==> config.mk <==
export PLATFORM = sky130hd
export DESIGN_NAME = tpl_latch
export DESIGN_NICKNAME = d
export VERILOG_FILES = /design/src/common/tpl_pkg.sv /design/src/design/tpl_sync_edge.sv /design/src/design/tpl_latch.sv
export SDC_FILE = /design/constraint.sdc
export NUM_CORES = 1
export LEC_CHECK = 0
export ABC_AREA = 1
export ABC_CLOCK_PERIOD_IN_PS = 1300
export BUFFER_PORTS_ARGS = -buffer_cell sky130_fd_sc_hd__clkbuf_2
export CORE_AREA = 8 8 107 149
export DETAILED_ROUTE_END_ITERATION = 16
export DIE_AREA = 0 0 115 157
export GPL_TIMING_DRIVEN = 0
export PLACE_DENSITY = 0.71
export SYNTH_ARGS = -nofsm -noshare
export SYNTH_HDL_FRONTEND = slang
export SYNTH_SLANG_ARGS = --single-unit
==> constraint.sdc <==
create_clock -name clk -period 1.3 [get_ports clk]
set_input_delay 0.13 -clock clk [delete_from_list [all_inputs] [get_ports clk]]
set_output_delay 0.13 -clock clk [all_outputs]
set_load 0.05 [all_outputs]
==> src/common/tpl_pkg.sv <==
// Shared constants for the two-channel position latch
package tpl_pkg;

   // Object indices as the master addresses them
   localparam logic [15:0] TPL_IDX_CTRL = 16'h60B8;
   localparam logic [15:0] TPL_IDX_STATUS = 16'h60B9;
   localparam logic [15:0] TPL_IDX_POS_ONE = 16'h60BA;
   localparam logic [15:0] TPL_IDX_POS_TWO = 16'h60BC;
   localparam logic [15:0] TPL_IDX_CFG = 16'h2650;

   // Widths and counts
   localparam int TPL_CH_NUM = 2;
   localparam int TPL_CH_BITS = 8;
   localparam int TPL_SRC_NUM = 3;
   localparam int TPL_PIN_NUM = 8;
   localparam int TPL_PIN_SEL_W = 3;
   localparam int TPL_CFG_FIELD_W = 4;
   localparam int TPL_POS_W = 32;
   localparam int TPL_DATA_W = 32;

   // Trigger source slots
   localparam int TPL_SRC_PROBE_ONE = 0;
   localparam int TPL_SRC_PROBE_TWO = 1;
   localparam int TPL_SRC_ZERO = 2;

   // Control byte fields, per channel
   localparam int TPL_CTL_EN_BIT = 0;
   localparam int TPL_CTL_MODE_BIT = 1;
   localparam int TPL_CTL_SRC_BIT = 2;
   localparam int TPL_CTL_RISE_BIT = 4;
   localparam int TPL_CTL_FALL_BIT = 5;

   // Status byte fields, per channel
   localparam int TPL_STS_EN_BIT = 0;
   localparam int TPL_STS_RISE_BIT = 1;
   localparam int TPL_STS_FALL_BIT = 2;
   localparam int TPL_STS_TOG_BIT = 7;

   // Config field: pin select in low bits, inversion above
   localparam int TPL_CFG_INV_BIT = 3;

   // Reset values
   localparam logic [15:0] TPL_CTRL_RST = 16'h0000;
   localparam logic [15:0] TPL_CFG_RST = 16'h0010;
   localparam logic [31:0] TPL_POS_RST = 32'h0000_0000;

   // Decoded object selector
   typedef enum logic [2:0] {
      TPL_OBJ_NONE,
      TPL_OBJ_CTRL,
      TPL_OBJ_STATUS,
      TPL_OBJ_POS_ONE,
      TPL_OBJ_POS_TWO,
      TPL_OBJ_CFG
   } tpl_obj_t;

endpackage : tpl_pkg

==> src/design/tpl_sync_edge.sv <==
`timescale 1ns/100ps
// Two-stage synchroniser with polarity and edge detection
module tpl_sync_edge (
   input wire logic clk,
   input wire logic resetn,
   input wire logic raw_in,
   input wire logic invert,
   output logic level,
   output logic rise_pulse,
   output logic fall_pulse
);
   logic sync1_q; // First stage, read only by the second
   logic sync2_q; // Settled copy of the pin
   logic prev_q; // Level one cycle earlier

   // Resynchronise the pin
   always_ff @(posedge clk or negedge resetn) begin
      if (!resetn) begin
         sync1_q <= 1'b0;
         sync2_q <= 1'b0;
      end else begin
         sync1_q <= raw_in;
         sync2_q <= sync1_q;
      end
   end

   // Active level after polarity; a polarity change may fake one edge
   assign level = sync2_q ^ invert;

   // Remember the previous level for edge detection
   always_ff @(posedge clk or negedge resetn) begin
      if (!resetn) begin
         prev_q <= 1'b0;
      end else begin
         prev_q <= level;
      end
   end

   // One-cycle edge pulses
   assign rise_pulse = level & ~prev_q;
   assign fall_pulse = ~level & prev_q;

endmodule : tpl_sync_edge

==> src/design/tpl_latch.sv <==
`timescale 1ns/100ps
module tpl_latch (
   input wire logic clk,
   input wire logic resetn,
   input wire logic od_req,
   input wire logic od_write,
   input wire logic [15:0] od_index,
   input wire logic [tpl_pkg::TPL_DATA_W-1:0] od_wdata,
   output logic od_ack,
   output logic od_error,
   output logic [tpl_pkg::TPL_DATA_W-1:0] od_rdata,
   input wire logic [tpl_pkg::TPL_PIN_NUM-1:0] latch_pins,
   input wire logic encoder_zero,
   input wire logic [tpl_pkg::TPL_POS_W-1:0] feedback_position,
   input wire logic homing_active
);
   import tpl_pkg::*;

   // Object index decode, shared by the write and read paths
   function automatic tpl_obj_t tpl_decode(input logic [15:0] idx);
      tpl_obj_t obj;
      obj = TPL_OBJ_NONE;
      if (idx == TPL_IDX_CTRL) begin
         obj = TPL_OBJ_CTRL;
      end else if (idx == TPL_IDX_STATUS) begin
         obj = TPL_OBJ_STATUS;
      end else if (idx == TPL_IDX_POS_ONE) begin
         obj = TPL_OBJ_POS_ONE;
      end else if (idx == TPL_IDX_POS_TWO) begin
         obj = TPL_OBJ_POS_TWO;
      end else if (idx == TPL_IDX_CFG) begin
         obj = TPL_OBJ_CFG;
      end
      return obj;
   endfunction : tpl_decode

   tpl_obj_t obj; // Object addressed this cycle
   logic wr_ctrl; // Write to the control word
   logic wr_cfg; // Write to the input config
   logic [15:0] ctrl_q; // Shared control word
   logic [15:0] ctrl_d;
   logic [15:0] cfg_q; // Probe pin and polarity setting
   logic [15:0] status; // Shared status word
   logic [TPL_SRC_NUM-1:0] src_raw; // Selected raw pins
   logic [TPL_SRC_NUM-1:0] src_inv; // Polarity per source
   logic [TPL_SRC_NUM-1:0] src_rise; // Active-edge pulses
   logic [TPL_SRC_NUM-1:0] src_fall; // Inactive-edge pulses
   logic [TPL_CH_NUM-1:0] arm; // Enable going high this cycle
   logic [TPL_CH_NUM-1:0] hit; // Capture happens this cycle
   logic [TPL_CH_NUM-1:0] hit_rise;
   logic [TPL_CH_NUM-1:0] hit_fall;
   logic [TPL_CH_NUM-1:0] armed_q; // Channel waits for a trigger
   logic [TPL_CH_NUM-1:0] flag_rise_q; // Capture on rising edge seen
   logic [TPL_CH_NUM-1:0] flag_fall_q; // Capture on falling edge seen
   logic [TPL_CH_NUM-1:0] toggle_q; // Flips on every capture unless the channel is disabled in the same cycle
   logic [TPL_POS_W-1:0] pos_q [TPL_CH_NUM]; // Captured positions
   logic od_ack_q;
   logic od_error_q;
   logic [TPL_DATA_W-1:0] od_rdata_q;

   assign obj = tpl_decode(od_index);
   assign wr_ctrl = od_req & od_write & (obj == TPL_OBJ_CTRL);
   assign wr_cfg = od_req & od_write & (obj == TPL_OBJ_CFG);

   // Probe pins chosen by the config; zero pulse is fixed and never inverted
   assign src_raw[TPL_SRC_PROBE_ONE] =
      latch_pins[cfg_q[TPL_SRC_PROBE_ONE*TPL_CFG_FIELD_W +: TPL_PIN_SEL_W]];
   assign src_raw[TPL_SRC_PROBE_TWO] =
      latch_pins[cfg_q[TPL_SRC_PROBE_TWO*TPL_CFG_FIELD_W +: TPL_PIN_SEL_W]];
   assign src_raw[TPL_SRC_ZERO] = encoder_zero;
   assign src_inv[TPL_SRC_PROBE_ONE] =
      cfg_q[TPL_SRC_PROBE_ONE*TPL_CFG_FIELD_W + TPL_CFG_INV_BIT];
   assign src_inv[TPL_SRC_PROBE_TWO] =
      cfg_q[TPL_SRC_PROBE_TWO*TPL_CFG_FIELD_W + TPL_CFG_INV_BIT];
   assign src_inv[TPL_SRC_ZERO] = 1'b0;

   // One conditioner per trigger source; the mux sits ahead of the first flop
   for (genvar s = 0; s < TPL_SRC_NUM; s++) begin : g_src
      tpl_sync_edge u_cond (
         .clk(clk),
         .resetn(resetn),
         .raw_in(src_raw[s]),
         .invert(src_inv[s]),
         .level(),
         .rise_pulse(src_rise[s]),
         .fall_pulse(src_fall[s])
      );
   end

   // Next control word; homing forces channel one off whatever is written
   always_comb begin
      ctrl_d = ctrl_q;
      if (wr_ctrl) begin
         ctrl_d = od_wdata[15:0];
      end
      if (homing_active) begin
         ctrl_d[TPL_CTL_EN_BIT] = 1'b0;
      end
   end

   // Control word register
   always_ff @(posedge clk or negedge resetn) begin
      if (!resetn) begin
         ctrl_q <= TPL_CTRL_RST;
      end else begin
         ctrl_q <= ctrl_d;
      end
   end

   // Input config register
   always_ff @(posedge clk or negedge resetn) begin
      if (!resetn) begin
         cfg_q <= TPL_CFG_RST;
      end else if (wr_cfg) begin
         cfg_q <= od_wdata[15:0];
      end
   end

   // Per-channel latch logic; each channel has its own state only
   for (genvar c = 0; c < TPL_CH_NUM; c++) begin : g_ch
      localparam int B = c * TPL_CH_BITS;
      logic en_q;
      logic en_d;
      logic trig_rise;
      logic trig_fall;

      assign en_q = ctrl_q[B + TPL_CTL_EN_BIT];
      assign en_d = ctrl_d[B + TPL_CTL_EN_BIT];
      assign arm[c] = en_d & ~en_q;

      // Source selection: channel one may take the zero pulse
      if (c == 0) begin : g_src_one
         always_comb begin
            if (ctrl_q[B + TPL_CTL_SRC_BIT]) begin
               trig_rise = src_rise[TPL_SRC_ZERO];
               trig_fall = src_fall[TPL_SRC_ZERO];
            end else begin
               trig_rise = src_rise[TPL_SRC_PROBE_ONE];
               trig_fall = src_fall[TPL_SRC_PROBE_ONE];
            end
         end
      end else begin : g_src_two
         assign trig_rise = src_rise[TPL_SRC_PROBE_TWO];
         assign trig_fall = src_fall[TPL_SRC_PROBE_TWO];
      end

      // A trigger counts only when enabled, armed and its edge is selected
      assign hit_rise[c] = en_q & armed_q[c] & trig_rise & ctrl_q[B + TPL_CTL_RISE_BIT];
      assign hit_fall[c] = en_q & armed_q[c] & trig_fall & ctrl_q[B + TPL_CTL_FALL_BIT];
      assign hit[c] = (hit_rise[c] | hit_fall[c]) & ~(c == 0 && homing_active);

      // Arming: single mode disarms after the first capture
      always_ff @(posedge clk or negedge resetn) begin
         if (!resetn) begin
            armed_q[c] <= 1'b0;
         end else if (!en_d) begin
            armed_q[c] <= 1'b0;
         end else if (arm[c]) begin
            armed_q[c] <= 1'b1;
         end else if (hit[c] && !ctrl_q[B + TPL_CTL_MODE_BIT]) begin
            armed_q[c] <= 1'b0;
         end
      end

      // Position capture into the channel's own register
      always_ff @(posedge clk or negedge resetn) begin
         if (!resetn) begin
            pos_q[c] <= TPL_POS_RST;
         end else if (hit[c]) begin
            pos_q[c] <= feedback_position;
         end
      end

      // Capture flags; disable or re-arm clears them, so the old value is
      // never mistaken for a fresh one after the master restarts a channel
      always_ff @(posedge clk or negedge resetn) begin
         if (!resetn) begin
            flag_rise_q[c] <= 1'b0;
            flag_fall_q[c] <= 1'b0;
            toggle_q[c] <= 1'b0;
         end else if (!en_d || arm[c]) begin
            flag_rise_q[c] <= 1'b0;
            flag_fall_q[c] <= 1'b0;
            toggle_q[c] <= 1'b0;
         end else if (hit[c]) begin
            flag_rise_q[c] <= flag_rise_q[c] | hit_rise[c];
            flag_fall_q[c] <= flag_fall_q[c] | hit_fall[c];
            toggle_q[c] <= ~toggle_q[c];
         end
      end

      // Status byte of this channel
      always_comb begin
         status[B +: TPL_CH_BITS] = '0;
         status[B + TPL_STS_EN_BIT] = en_q;
         status[B + TPL_STS_RISE_BIT] = flag_rise_q[c];
         status[B + TPL_STS_FALL_BIT] = flag_fall_q[c];
         status[B + TPL_STS_TOG_BIT] = toggle_q[c];
      end

   end

   // Object access answer: one cycle after the request
   always_ff @(posedge clk or negedge resetn) begin
      if (!resetn) begin
         od_ack_q <= 1'b0;
         od_error_q <= 1'b0;
      end else begin
         od_ack_q <= od_req;
         // Unknown index, or a write to a read-only object
         od_error_q <= od_req & ((obj == TPL_OBJ_NONE) |
            (od_write & (obj != TPL_OBJ_CTRL) & (obj != TPL_OBJ_CFG)));
      end
   end

   // Read data; status is sampled at request time
   always_ff @(posedge clk or negedge resetn) begin
      if (!resetn) begin
         od_rdata_q <= '0;
      end else if (od_req && !od_write) begin
         unique case (obj)
            TPL_OBJ_CTRL: od_rdata_q <= {16'h0000, ctrl_q};
            TPL_OBJ_STATUS: od_rdata_q <= {16'h0000, status};
            TPL_OBJ_POS_ONE: od_rdata_q <= pos_q[0];
            TPL_OBJ_POS_TWO: od_rdata_q <= pos_q[1];
            TPL_OBJ_CFG: od_rdata_q <= {16'h0000, cfg_q};
            TPL_OBJ_NONE: od_rdata_q <= '0;
         endcase
      end
   end

   assign od_ack = od_ack_q;
   assign od_error = od_error_q;
   assign od_rdata = od_rdata_q;
endmodule : tpl_latch

Yosys cells after proc, flatten, opt, wreduce, memory -nomap -nowiden
Index checks and enable logic that the tools add are counted.
{"block": "word_totals", "reg_bits": 147, "in_bits": 94, "out_inout_bits": 34, "elab_cells": 131}
{"block": "classes", "magnitude_cmp": 2, "eq_ne": 14, "n_mux": 32, "bitwise": 45, "reduce_logical": 13}
{"cell": "$pmux 32 s6", "count": 1}
{"cell": "$eq 16x15->1 const B", "count": 4}
{"cell": "$and 1x1->1", "count": 25}
{"cell": "$mux 1", "count": 23}
{"cell": "$eq 16x14->1 const B", "count": 1}
{"cell": "$mux 3", "count": 5}
{"cell": "$not 1->1", "count": 11}
{"cell": "$mux 9", "count": 1}
{"cell": "$lt 3x4->1 const B", "count": 2}
{"cell": "$or 1x1->1", "count": 7}
{"cell": "$bmux 1 s3", "count": 2}
{"cell": "$eq 3x2->1 const B", "count": 2}
{"cell": "$eq 3x3->1 const B", "count": 2}
{"cell": "$ne 3x1->1 const B", "count": 2}
{"cell": "$logic_not 1->1", "count": 5}
{"cell": "$reduce_bool 2->1", "count": 2}
{"cell": "$eq 3x1->1 const B", "count": 1}
{"cell": "$logic_and 1x1->1", "count": 3}
{"cell": "$logic_not 3->1", "count": 1}
{"cell": "$ne 3x2->1 const B", "count": 1}
{"cell": "$ne 3x3->1 const B", "count": 1}
{"cell": "$logic_or 1x1->1", "count": 2}
{"cell": "$xor 1x1->1", "count": 2}

Logic depth before layout (Yosys ltp)
Gate-level depths: netlist (run 1).
{"block": "depth", "depth_word": 13, "ltp_mapped": 11, "ltp_nobuf": 10}

Modules after synthesis
Synthesis (run 1) repeated with hierarchy kept, for this count alone.
{"block": "unflattened", "hier_cells": 786, "hier_area_um2": 6779.0}
{"module": "tpl_latch", "instances": 1, "cells_per_inst": 744, "area_each_um2": 6414.9, "seq_area_each_um2": 3454.6}
{"module": "tpl_sync_edge", "instances": 3, "cells_per_inst": 14, "area_each_um2": 121.4, "seq_area_each_um2": 75.1}

Least setup slack after synthesis (run 1)
No wires, ideal clock.
{"block": "synth_timing", "path_type": "reg2reg", "start": "reg ctrl_q[0]", "end": "reg toggle_q[0] (netlist: status[7])", "setup_time_ns": 0.128, "t_arrival_ns": 1.267, "required_ns": 1.172, "slack_ns": -0.095, "path_stages_with_launch": 8, "n_path_buf": 1, "period_less_slack_ns": 1.395, "path_cell_list": "dfrtp_1 > nand3_1 > nor3_1 > nand2_2 > nand2_2 > buf_6 > xnor2_1 > nor2_1"}
{"block": "synth_via", "elab_chain_len": 6, "word_cells_on_any_way": 15, "cone_classes": "mux (3); bitwise (9); reduce/logical (3)"}
{"element": "start, declared", "line": "tpl_latch.sv:40", "rtl": "logic [15:0] ctrl_q;"}
{"element": "start signal, assigned", "line": "tpl_latch.sv:106", "rtl": "ctrl_q <= ctrl_d;"}
{"element": "$and 1x1->1", "line": "tpl_latch.sv:148, tpl_latch.sv:149"}
{"element": "$and 1x1->1 (on tied branches) (2 in series)", "line": "tpl_latch.sv:148, tpl_latch.sv:149"}
{"element": "$or 1x1->1", "line": "tpl_latch.sv:150", "rtl": "assign hit[c] = (hit_rise[c] | hit_fall[c]) & ~(c == 0 && homing_active);"}
{"element": "$and 1x1->1", "line": "tpl_latch.sv:150"}
{"element": "$reduce_bool 2->1 (no source line)"}
{"element": "end signal, assigned by index", "line": "tpl_latch.sv:188", "rtl": "toggle_q[c] <= ~toggle_q[c];"}
{"element": "end, declared", "line": "tpl_latch.sv:55", "rtl": "logic [TPL_CH_NUM-1:0] toggle_q;"}
Several ways; a longest one is shown, not always the timed one.
A chain may end at the register's enable or synchronous reset.

Worst setup path after layout (run 1)
{"block": "layout_timing", "start": "reg g_src[2].u_cond.sync2_q", "end": "reg pos_q[37] (netlist name)"}
{"block": "layout_via", "elab_chain_len": 7, "word_cells_on_any_way": 11, "cone_classes": "mux (2); bitwise (9)"}
{"element": "start, declared", "line": "tpl_sync_edge.sv:13", "rtl": "logic sync2_q;"}
{"element": "start signal, assigned", "line": "tpl_sync_edge.sv:23", "rtl": "sync2_q <= sync1_q;"}
{"element": "$not 1->1", "line": "tpl_sync_edge.sv:41", "rtl": "assign fall_pulse = ~level & prev_q;"}
{"element": "$and 1x1->1", "line": "tpl_sync_edge.sv:41"}
{"element": "$mux 1", "line": "tpl_latch.sv:134", "rtl": "if (ctrl_q[B + TPL_CTL_SRC_BIT]) begin"}
{"element": "$and 1x1->1 (2 in series)", "line": "tpl_latch.sv:149", "rtl": "assign hit_fall[c] = en_q & armed_q[c] & trig_fall & ctrl_q[B + TPL_CTL_FALL_BIT];"}
{"element": "$or 1x1->1 *", "line": "tpl_latch.sv:150"}
{"element": "$and 1x1->1 *", "line": "tpl_latch.sv:150"}
{"element": "end signal, assigned by index", "line": "tpl_latch.sv:170", "rtl": "pos_q[c] <= feedback_position;"}
{"element": "end, declared", "line": "tpl_latch.sv:56", "rtl": "logic [TPL_POS_W-1:0] pos_q [TPL_CH_NUM];"}
Every way passes the cells marked *; elsewhere a longest branch is shown, timed or not.

==> run_results.csv, run 1 <==
group,metric,value,unit
floorplanning,ios,128,
route,dr.pass1.iters,5,
route,via_per_inst,5.103,
sta,rsz0062_at_grt,"true",
synth,syn-mean-instance-area,8.096,sq um
route,wl_met3,1.044,mm
route,vias,6343,
final_layout,nets,1139,
synth,synth_top_cell_area_share,54.44,%
synth,synthTopCellsByCount,"nand2_1 (302), dfrtp_1 (146), inv_1 (89), o21ai_0 (71), nand3_1 (68)",
synth,synth-edff-count,0,
sta,worstMarginPinSlew,0.6035,ns
sta,clock_skew,0.008376,ns
sta,period_needed,1.516,ns
floorplanning,fp-row-count,51,
final_layout,fin_cells,1243,
final_layout,nFillCells,1060,
route,met1_length,7.962,mm
place,place_hpwl,13.44,mm
floorplanning,core_area,13660,sq um
flow_run,max_cap_violations,0,
place,port-buffer-count,111,
critical_path,cp_data_arrival_time,1.82,ns
clock_tree,clkTransAtPathRegs,0.06,ns
critical_path,max_stage_delay,0.40,ns
synth,netlist_area,6711,sq um
synth,synth_cells,829,
critical_path,cp_num_buf_inv,3,
final_layout,area_delta_synth_final,40.75,%
clock_tree,cts_sinks,147,
synth,synth_nets,923,
outcome,violations,"setup timing",
synth,yosysTopAreaCell,"dfrtp_1",
place,place.gp.congestion,0.8849,
route,ant_nets,0,
critical_path,worstSetupStartpointType,"flop",
critical_path,crit_chain,"inv_2 > nor2_1 > o21ai_1 > nor2_2 > nand2_4 > nand2_8 > buf_12 > clkbuf_16 > nand2_2 > nand2_1",
sta,drv_slew,0,
floorplanning,die-height,157,um
pwr,p_per_area,1077,nW/um^2
hold_path,hold_class,"in2reg",
route,remaining_drc_errors,0,
route,highest_layer,"met4",
global_route,grt_max_degree,89,
sta,layout_setup_ws,-0.2156,ns
critical_path,critical_path_peak_fanout,6,
global_route,grt_pass1_wl,31.39,mm
place,dp_cells,1126,
global_route,grt_pass1_vias,6354,
sta,max_freq,659.8,MHz
final_layout,n_antenna_cell,0,
synth,ys_ff_latch,147,
critical_path,path_class,"reg2reg",
global_route,grt_overflow_total,0,
synth,ys_seq_area_share,54.83,%
route,post_drt_wl_per_cell,16.31,um
sta,final-hold-violation-count,0,
floorplanning,chipWidth,115,um
synth,synth_area_leaders,"dfrtp_1 (54%), nand2_1 (17%), o21ai_0 (5.3%)",
clock_tree,cts_tree,"built",
critical_path,slowest_stage,"dfrtp_1",
critical_path,crit_path_end_kind,"flop",
floorplanning,start_util,49.15,%
final_layout,drive_gt1_share,27.13,%
route,drt_iter0_markers,442,
synth,ys_types,29,
place,dpl-instance-area,7548,sq um
synth,synth_most_common_cell,"nand2_1",
synth,synth_warnings,0,
pwr,p_total,10.17,mW
critical_path,required,1.61,ns
clock_tree,htreeDepth,4,
clock_tree,cts-root-buf,"clkbuf_16",
clock_tree,cts_made_buffers,17,
sta,slew-limit-headroom,59.77,%
outcome,status,"complete, but fails checks",
pwr,leakage,4.880,nW
final_layout,fin_area,9447,sq um
route,routed_wl,20.28,mm
clock_tree,clock_latency,0.42,ns
clock_tree,cts_max_path_buffers,2,
synth,synth_ff_type,"dfrtp_1",
sta,post-route-period-util,116.6,%
pwr,ir_worst_vdd,0.8278,mV
global_route,antenna_found_initial,0,
floorplanning,dieArea,18060,sq um
sta,setup_violations,70,
critical_path,critical-path-top-delay-family,"simple AND/OR/NAND/NOR gates",
synth,async_reset_ff_share,100.0,%
route,met2WireLength,10.66,mm
global_route,groute.usage.overall,22.24,%
==> final timing paths <==
check / startpoint / to / slack, ns / cells after the start
max: g_src[2].u_cond.sync2_q / pos_q[37] / -0.22 / 10
min: od_wdata[8] / cfg_q[8] / 0.02 / 2
max reg2reg: g_src[2].u_cond.sync2_q / pos_q[37] / -0.22 / 10
min reg2reg: g_src[1].u_cond.sync1_q / g_src[1].u_cond.sync2_q / 0.35 / 0
max in group asynchronous: resetn / cfg_q[4] / 0.23 / 3
min in group asynchronous: resetn / pos_q[18] / 0.24 / 2
==> routing by layer <==
layer	track usage, %	vias to the layer above
li1	-	3057
met1	25.62	2996
met2	39.66	245
met3	3.949	45
met4	8.920	0
met5	0	-
==> flip-flops by register name (all words and copies together) (netlist names) <==
signal	count
pos_q	64
flag_rise_q	2
od_error	1
cfg_q	16
status	2
armed_q	2
od_ack	1
flag_fall_q	2
od_rdata	32
g_src.u_cond.sync2_q	3
g_src.u_cond.prev_q	3
ctrl_q	16
g_src.u_cond.sync1_q	3
==> per-stage QoR <==
stage | util, % | hold WS (ns) | setup TNS (ns) | setup slack (ns)
5_1_grt | 69.18 | 0.02327 | -14.20 | -0.2739
3_3_place_gp | 55.01 | 0.2409 | -389.87 | -2.412
3_5_place_dp | 55.28 | 0.1374 | -40.32 | -0.4145
2_1_floorplan | - | -0.1656 | -1.305 | -0.08244
6_report | 69.18 | 0.02211 | -9.457 | -0.2156
4_1_cts | 64.93 | 0.005092 | -5.790 | -0.1450
==> placed cells by master, fill, tap and decap left out, types with 15 or more instances in the layout <==
| cell | Yosys | final |
|---|---|---|
| nand2_2 | 7 | 29 |
| dlygate4sd3_1 | 0 | 51 |
| inv_1 | 89 | 86 |
| o22ai_1 | 16 | 15 |
| nor2_1 | 40 | 38 |
| nand2_1 | 302 | 271 |
| buf_4 | 2 | 27 |
| dfrtp_1 | 146 | 145 |
| clkbuf_2 | 0 | 110 |
| nand3_1 | 68 | 62 |
| o21ai_1 | 0 | 18 |
| clkbuf_16 | 0 | 20 |
| o21ai_0 | 71 | 44 |
==> kinds of logic after synthesis <==
| family | synth area share (%) |
|---|---|
| compound gates | 8.706 |
| mux | 0.5033 |
| buf+inv | 7.625 |
| flops | 54.83 |
| xor+xnor | 0.7645 |
| simple gates | 27.57 |
==> power by group <==
| group | leakage, nW | internal (mW) | switching, mW |
|---|---|---|---|
| registers | 1.75 | 4.60 | 0.0110 |
| clock network | 0.287 | 3.11 | 1.89 |
| logic | 2.84 | 0.242 | 0.319 |
| total | 4.88 | 7.95 | 2.22 |
==> worst register-to-register path, cell delays in order, from the launching register on <==
cell       delay [ns]
dfrtp_1          0.40
inv_2            0.07
nor2_1           0.04
o21ai_1          0.21
nor2_2           0.09
nand2_4          0.12
nand2_8          0.09
buf_12           0.14
clkbuf_16        0.16
nand2_2          0.05
nand2_1          0.04
==> layout make-up <==
cell class,instances,area (sq um),share of cell area (%)
buffer,27,256.5,2.715
multi-input combinational,558,2811,29.76
timing repair buffer,201,1515,16.04
clock buffer,23,467.9,4.954
tap,185,231.5,2.450
clock inverter,9,128.9,1.364
inverter,93,354.1,3.748
sequential,147,3681,38.97
==> what timing repair did <==
action | in CTS | in global routing
gates cloned | 1 | 3
endpoints found under the setup margin | 72 | 110
buffers inserted | 13 | 22
hold buffers | 51 | 0
resized for setup | 50 | 112
pin swaps | 9 | 11
endpoints found under the hold margin | 154 | 0
No activity file was read; power rests on OpenSTA's default activity.
==> inputs of run 2 (changes only) <==
--- a/config.mk
+++ b/config.mk
@@ -6,13 +6,14 @@
 export NUM_CORES = 1
 export LEC_CHECK = 0
 export ABC_AREA = 1
-export ABC_CLOCK_PERIOD_IN_PS = 1300
+export ABC_CLOCK_PERIOD_IN_PS = 1800
 export BUFFER_PORTS_ARGS = -buffer_cell sky130_fd_sc_hd__clkbuf_2
-export CORE_AREA = 8 8 107 149
+export CORE_AREA = 2 2 94 132
 export DETAILED_ROUTE_END_ITERATION = 16
-export DIE_AREA = 0 0 115 157
+export DIE_AREA = 0 0 96 134
 export GPL_TIMING_DRIVEN = 0
-export PLACE_DENSITY = 0.71
+export HOLD_SLACK_MARGIN = 0.05
+export PLACE_DENSITY = 0.78
 export SYNTH_ARGS = -nofsm -noshare
 export SYNTH_HDL_FRONTEND = slang
 export SYNTH_SLANG_ARGS = --single-unit
==> constraint.sdc (replaced) <==
create_clock -name clk -period 1.8 [get_ports clk]
set_input_delay 0.18 -clock clk [delete_from_list [all_inputs] [get_ports clk]]
set_output_delay 0.18 -clock clk [all_outputs]
set_load 0.05 [all_outputs]
==> run_results.csv, run 2 (same netlist as run 1, synthesis figures left out) <==
group,metric,value,unit
pwr,leakage,4.526,nW
global_route,use_met2,51.20,%
sta,final-hold-violation-count,0,
critical_path,required,2.10,ns
sta,clock_skew,0.008312,ns
critical_path,slowest_stage,"dfrtp_1",
clock_tree,cts_sinks,147,
clock_tree,cts-root-buf,"clkbuf_16",
critical_path,critical-path-top-delay-family,"simple AND/OR/NAND/NOR gates",
route,vias,6261,
global_route,grt_overflow_total,0,
global_route,busiest_layer,"met2",
floorplanning,start_util,57.35,%
global_route,grt_pass1_vias,6246,
final_layout,final_cell_mix,"nand2_1 (302), dfrtp_1 (146), clkbuf_2 (112)",
floorplanning,die-height,134,um
clock_tree,htreeDepth,4,
final_layout,top_register,"pos_q",
place,place_hpwl,12.71,mm
final_layout,drive_gt1_share,18.73,%
place,dp_cells,1088,
pwr,p_total,7.513,mW
place,place.gp.congestion,0.8887,
place,dpl-instance-area,7487,sq um
sta,period_needed,1.769,ns
global_route,groute.usage.overall,30.34,%
hold_path,hold_class,"in2reg",
final_layout,n_antenna_cell,0,
pwr,ir_worst_vdd,0.6444,mV
clock_tree,cts_max_path_buffers,2,
global_route,grt_pass1_wl,29.84,mm
final_layout,fin_area,8666,sq um
flow_run,max_cap_violations,0,
final_layout,nets,1106,
place,pre_cts_slack,0.01032,ns
sta,post-route-period-util,98.28,%
global_route,grt_util_met1,37.11,%
clock_tree,cts_made_buffers,17,
floorplanning,core_area,11700,sq um
clock_tree,cts_tree,"built",
place,port-buffer-count,111,
sta,worstMarginPinSlew,0.5881,ns
pwr,p_per_area,867.0,nW/um^2
critical_path,cp_num_buf_inv,1,
final_layout,fin_cells,1172,
final_layout,area_delta_synth_final,29.12,%
floorplanning,dieArea,12860,sq um
clock_tree,clock_latency,0.43,ns
sta,drv_slew,0,
global_route,grt_max_degree,118,
outcome,status,"complete, no violations",
floorplanning,chipWidth,96,um
route,drt_iter0_markers,448,
sta,max_freq,565.3,MHz
final_layout,nFillCells,888,
sta,slew-limit-headroom,60.80,%
final_layout,largest_reg_flops,64,
critical_path,critical_path_peak_fanout,10,
route,via_per_inst,5.342,
route,ant_nets,0,
critical_path,path_class,"reg2reg",
critical_path,crit_chain,"nand3_1 > nor3_2 > nand2_2 > nand2_4 > buf_6 > xnor2_1 > nor2_1",
critical_path,crit_path_end_kind,"flop",
route,remaining_drc_errors,0,
critical_path,cp_data_arrival_time,2.07,ns
route,routed_wl,18.41,mm
route,dr.pass1.iters,6,
critical_path,max_stage_delay,0.44,ns
floorplanning,ios,128,
final_layout,final_common_cell,"nand2_1",
final_layout,fin_util,74.05,%
global_route,antenna_found_initial,0,
route,post_drt_wl_per_cell,15.71,um
clock_tree,clkTransAtPathRegs,0.06,ns
sta,setup_violations,0,
floorplanning,fp-row-count,47,
global_route,met3_usage,6.292,%
sta,layout_setup_ws,0.03096,ns
critical_path,worstSetupStartpointType,"flop",
## run 2: metal layers
| metal | part of all wire, % | vias up |
|---|---|---|
| met5 | 0 | - |
| met4 | 2.8 | 0 |
| met3 | 5.8 | 48 |
| met2 | 52 | 273 |
| met1 | 39 | 2948 |
| li1 | - | 2992 |
## run 2: repair_timing
action,4_1_cts,5_1_grt
endpoints found under the setup margin,10,34
hold buffers,51,0
pin swaps,0,1
resized for setup,1,10
hold endpoints to repair,125,0
buffers inserted,0,1
## run 2: path summary, 6_finish.rpt
path / slack (ns) / from / cells after the start / endpoint
worst max-delay path: 0.03 / ctrl_q[0] / 7 / status[7]
worst min-delay path: 0.08 / od_req / 3 / od_error
worst max register to register: 0.03 / ctrl_q[0] / 7 / status[7]
worst min register to register: 0.35 / g_src[2].u_cond.sync1_q / 0 / g_src[2].u_cond.sync2_q
max in group asynchronous: 0.72 / resetn / 3 / cfg_q[1]
min in group asynchronous: 0.22 / resetn / 2 / od_rdata[23]
## run 2: power breakdown
group | leakage (nW) | switching [mW] | internal, mW
registers | 1.75 | 0.00615 | 3.32
logic | 2.47 | 0.216 | 0.169
clock network | 0.304 | 1.40 | 2.40
## run 2: area by class of cell
| cell class | count | area, sq um | area share (%) |
|---|---|---|---|
| Tap cell | 147 | 183.9 | 2.122 |
| Clock inverter | 11 | 175.2 | 2.021 |
| Sequential cell | 147 | 3680 | 42.46 |
| Inverter | 93 | 349.1 | 4.028 |
| Clock buffer | 21 | 460.4 | 5.313 |
| Multi-Input combinational cell | 558 | 2530 | 29.19 |
| Timing Repair Buffer | 164 | 1110 | 12.81 |
| Buffer | 31 | 177.7 | 2.050 |
## run 2: through the flow
stage / TNS (ns) / hold slack [ns]
CTS: 0 / 0.06907
global placement: -271.94 / 0.2889
global route: -0.6019 / 0.09988
finish: 0 / 0.08111
detailed placement: 0 / 0.09622
floorplan: 0 / -0.1156
## run 2: worst register-to-register path: cells and delay by family, from the launching register on
family                 cells  cell delay (ns)
buffers and inverters      1             0.17
AND/OR/NAND/NOR            5             0.89
XOR/XNOR                   1             0.15
flip-flops                 1             0.44
==> inputs of run 3 (changes only) <==
--- a/config.mk
+++ b/config.mk
@@ -8,12 +8,12 @@
 export ABC_AREA = 1
 export ABC_CLOCK_PERIOD_IN_PS = 1800
 export BUFFER_PORTS_ARGS = -buffer_cell sky130_fd_sc_hd__clkbuf_2
-export CORE_AREA = 2 2 94 132
+export CORE_AREA = 2 2 107 150
 export DETAILED_ROUTE_END_ITERATION = 16
-export DIE_AREA = 0 0 96 134
+export DIE_AREA = 0 0 109 152
 export GPL_TIMING_DRIVEN = 0
 export HOLD_SLACK_MARGIN = 0.05
-export PLACE_DENSITY = 0.78
+export PLACE_DENSITY = 0.62
 export SYNTH_ARGS = -nofsm -noshare
 export SYNTH_HDL_FRONTEND = slang
 export SYNTH_SLANG_ARGS = --single-unit
==> constraint.sdc (replaced) <==
create_clock -name clk -period 1.8 [get_ports clk]
set_input_delay 0.18 -clock clk [delete_from_list [all_inputs] [get_ports clk]]
set_output_delay 0.18 -clock clk [all_outputs]
set_load 0.1 [all_outputs]
==> run_results.csv, run 3 (same netlist as run 1, synthesis figures left out) <==
group,metric,value,unit
pwr,clkPwrFrac,49.7,%
clock_tree,clock_latency,0.42,ns
place,pre_cts_slack,-0.0009523,ns
pwr,p_sw,1.654,mW
critical_path,required,2.13,ns
critical_path,crit_path_end_kind,"flop",
critical_path,slowest_stage,"dfrtp_1",
final_layout,top_register,"pos_q",
floorplanning,ios,128,
critical_path,cp_data_arrival_time,2.00,ns
sta,setup_violations,0,
clock_tree,cts_max_path_buffers,2,
route,remaining_drc_errors,0,
pwr,swShare,22.34,%
final_layout,n_antenna_cell,0,
clock_tree,cts_tree,"built",
clock_tree,cts_made_buffers,17,
place,dpl-instance-area,7548,sq um
place,place.gp.congestion,0.8496,
critical_path,critical_path_peak_fanout,10,
outcome,status,"complete, no violations",
global_route,grt_overflow_total,0,
floorplanning,dieArea,16570,sq um
pwr,power_frac_seq,44.9,%
route,vias,6007,
global_route,antenna_found_initial,0,
final_layout,area_delta_synth_final,29.47,%
sta,layout_setup_ws,0.1330,ns
place,place_hpwl,13.27,mm
hold_path,hold_class,"in2reg",
critical_path,path_class,"reg2reg",
final_layout,nets,1105,
critical_path,cp_num_buf_inv,1,
sta,worstMarginPinSlew,0.7865,ns
critical_path,worstSetupStartpointType,"flop",
route,via_per_inst,4.924,
final_layout,drive_gt1_share,18.65,%
sta,post-route-period-util,92.61,%
floorplanning,start_util,43.76,%
floorplanning,die-height,152,um
floorplanning,chipWidth,109,um
critical_path,crit_chain,"xor2_2 > nor2_1 > nand3_4 > nand2_2 > buf_2 > nand2_1 > o21ai_0",
pwr,ir_worst_vdd,0.5479,mV
floorplanning,core_area,15340,sq um
pwr,p_per_area,851.9,nW/um^2
route,routed_wl,18.64,mm
route,drt_iter0_markers,468,
global_route,grt_pass1_wl,30.69,mm
final_layout,nFillCells,1455,
sta,rsz0062_at_grt,"false",
global_route,grt_max_degree,110,
sta,clock_skew,0.01165,ns
pwr,leakage,4.501,nW
floorplanning,fp-row-count,54,
route,dr.pass1.iters,5,
pwr,p_int,5.749,mW
global_route,groute.usage.overall,23.90,%
flow_run,max_cap_violations,0,
final_layout,final_common_cell,"nand2_1",
final_layout,fin_util,56.66,%
clock_tree,cts-root-buf,"clkbuf_16",
sta,hold_slack,0.08342,ns
final_layout,largest_reg_flops,64,
route,post_drt_wl_per_cell,15.28,um
sta,drv_slew,0,
global_route,grt_pass1_vias,6145,
final_layout,fin_area,8690,sq um
clock_tree,cts_sinks,147,
sta,period_needed,1.667,ns
route,ant_nets,0,
sta,final-hold-violation-count,0,
clock_tree,clkTransAtPathRegs,0.06,ns
pwr,comb_power_share,5.4,%
sta,slew-limit-headroom,47.56,%
final_layout,final_cell_mix,"nand2_1 (302), dfrtp_1 (146), clkbuf_2 (111)",
critical_path,max_stage_delay,0.42,ns
sta,max_freq,599.9,MHz
place,port-buffer-count,111,
clock_tree,htreeDepth,4,
pwr,p_total,7.403,mW
critical_path,critical-path-top-delay-family,"simple AND/OR/NAND/NOR gates",
-- run 3: metrics by stage --
step	instances	TNS, ns
6_report	1220	0
5_1_grt	1220	0
4_1_cts	1219	0
3_5_place_dp	1137	-0.0009523
3_3_place_gp	1136	-299.38
2_1_floorplan	829	0
-- run 3: timing repair --
| action | CTS | global route |
|---|---|---|
| hold buffers | 50 | 0 |
| gates resized for setup | 0 | 7 |
| buffers inserted | 0 | 1 |
| setup endpoints to repair | 0 | 45 |
| endpoints found under the hold margin | 133 | 0 |
-- run 3: power groups by stage --
stage,Combinational (mW),Sequential [mW],Clock [mW]
3_3_place_gp,0.309,3.39,0
5_1_grt,0.445,3.32,3.88
3_5_place_dp,0.318,3.39,0
6_report,0.397,3.33,3.68
2_1_floorplan,0.0811,3.41,0
4_1_cts,0.403,3.33,3.74
-- run 3: layout make-up --
class | count | area, sq um | share of cell area, %
Clock buffer | 21 | 460.4 | 5.299
Tap cell | 196 | 245.2 | 2.822
Sequential cell | 147 | 3680 | 42.35
Buffer | 31 | 171.4 | 1.973
Timing Repair Buffer | 163 | 1100 | 12.66
Inverter | 93 | 349.1 | 4.017
Multi-Input combinational cell | 558 | 2532 | 29.14
Clock inverter | 11 | 151.4 | 1.742
-- run 3: path summary, 6_finish.rpt --
kind,startpoint,endpoint,slack (ns),cells past startpoint
worst max-delay path,cfg_q[7],pos_q[25],0.13,7
worst min-delay path,od_wdata[8],cfg_q[8],0.08,2
worst max register to register,cfg_q[7],pos_q[25],0.13,7
worst min register to register,g_src[0].u_cond.sync1_q,g_src[0].u_cond.sync2_q,0.35,0
max in group asynchronous,resetn,cfg_q[12],0.69,3
min in group asynchronous,resetn,od_rdata[27],0.24,2
-- run 3: layer usage --
layer,track usage (%),share of wire (%)
met1,30.16,42
met2,41.35,52
met3,4.204,3.8
met4,6.960,1.6
met5,0,0
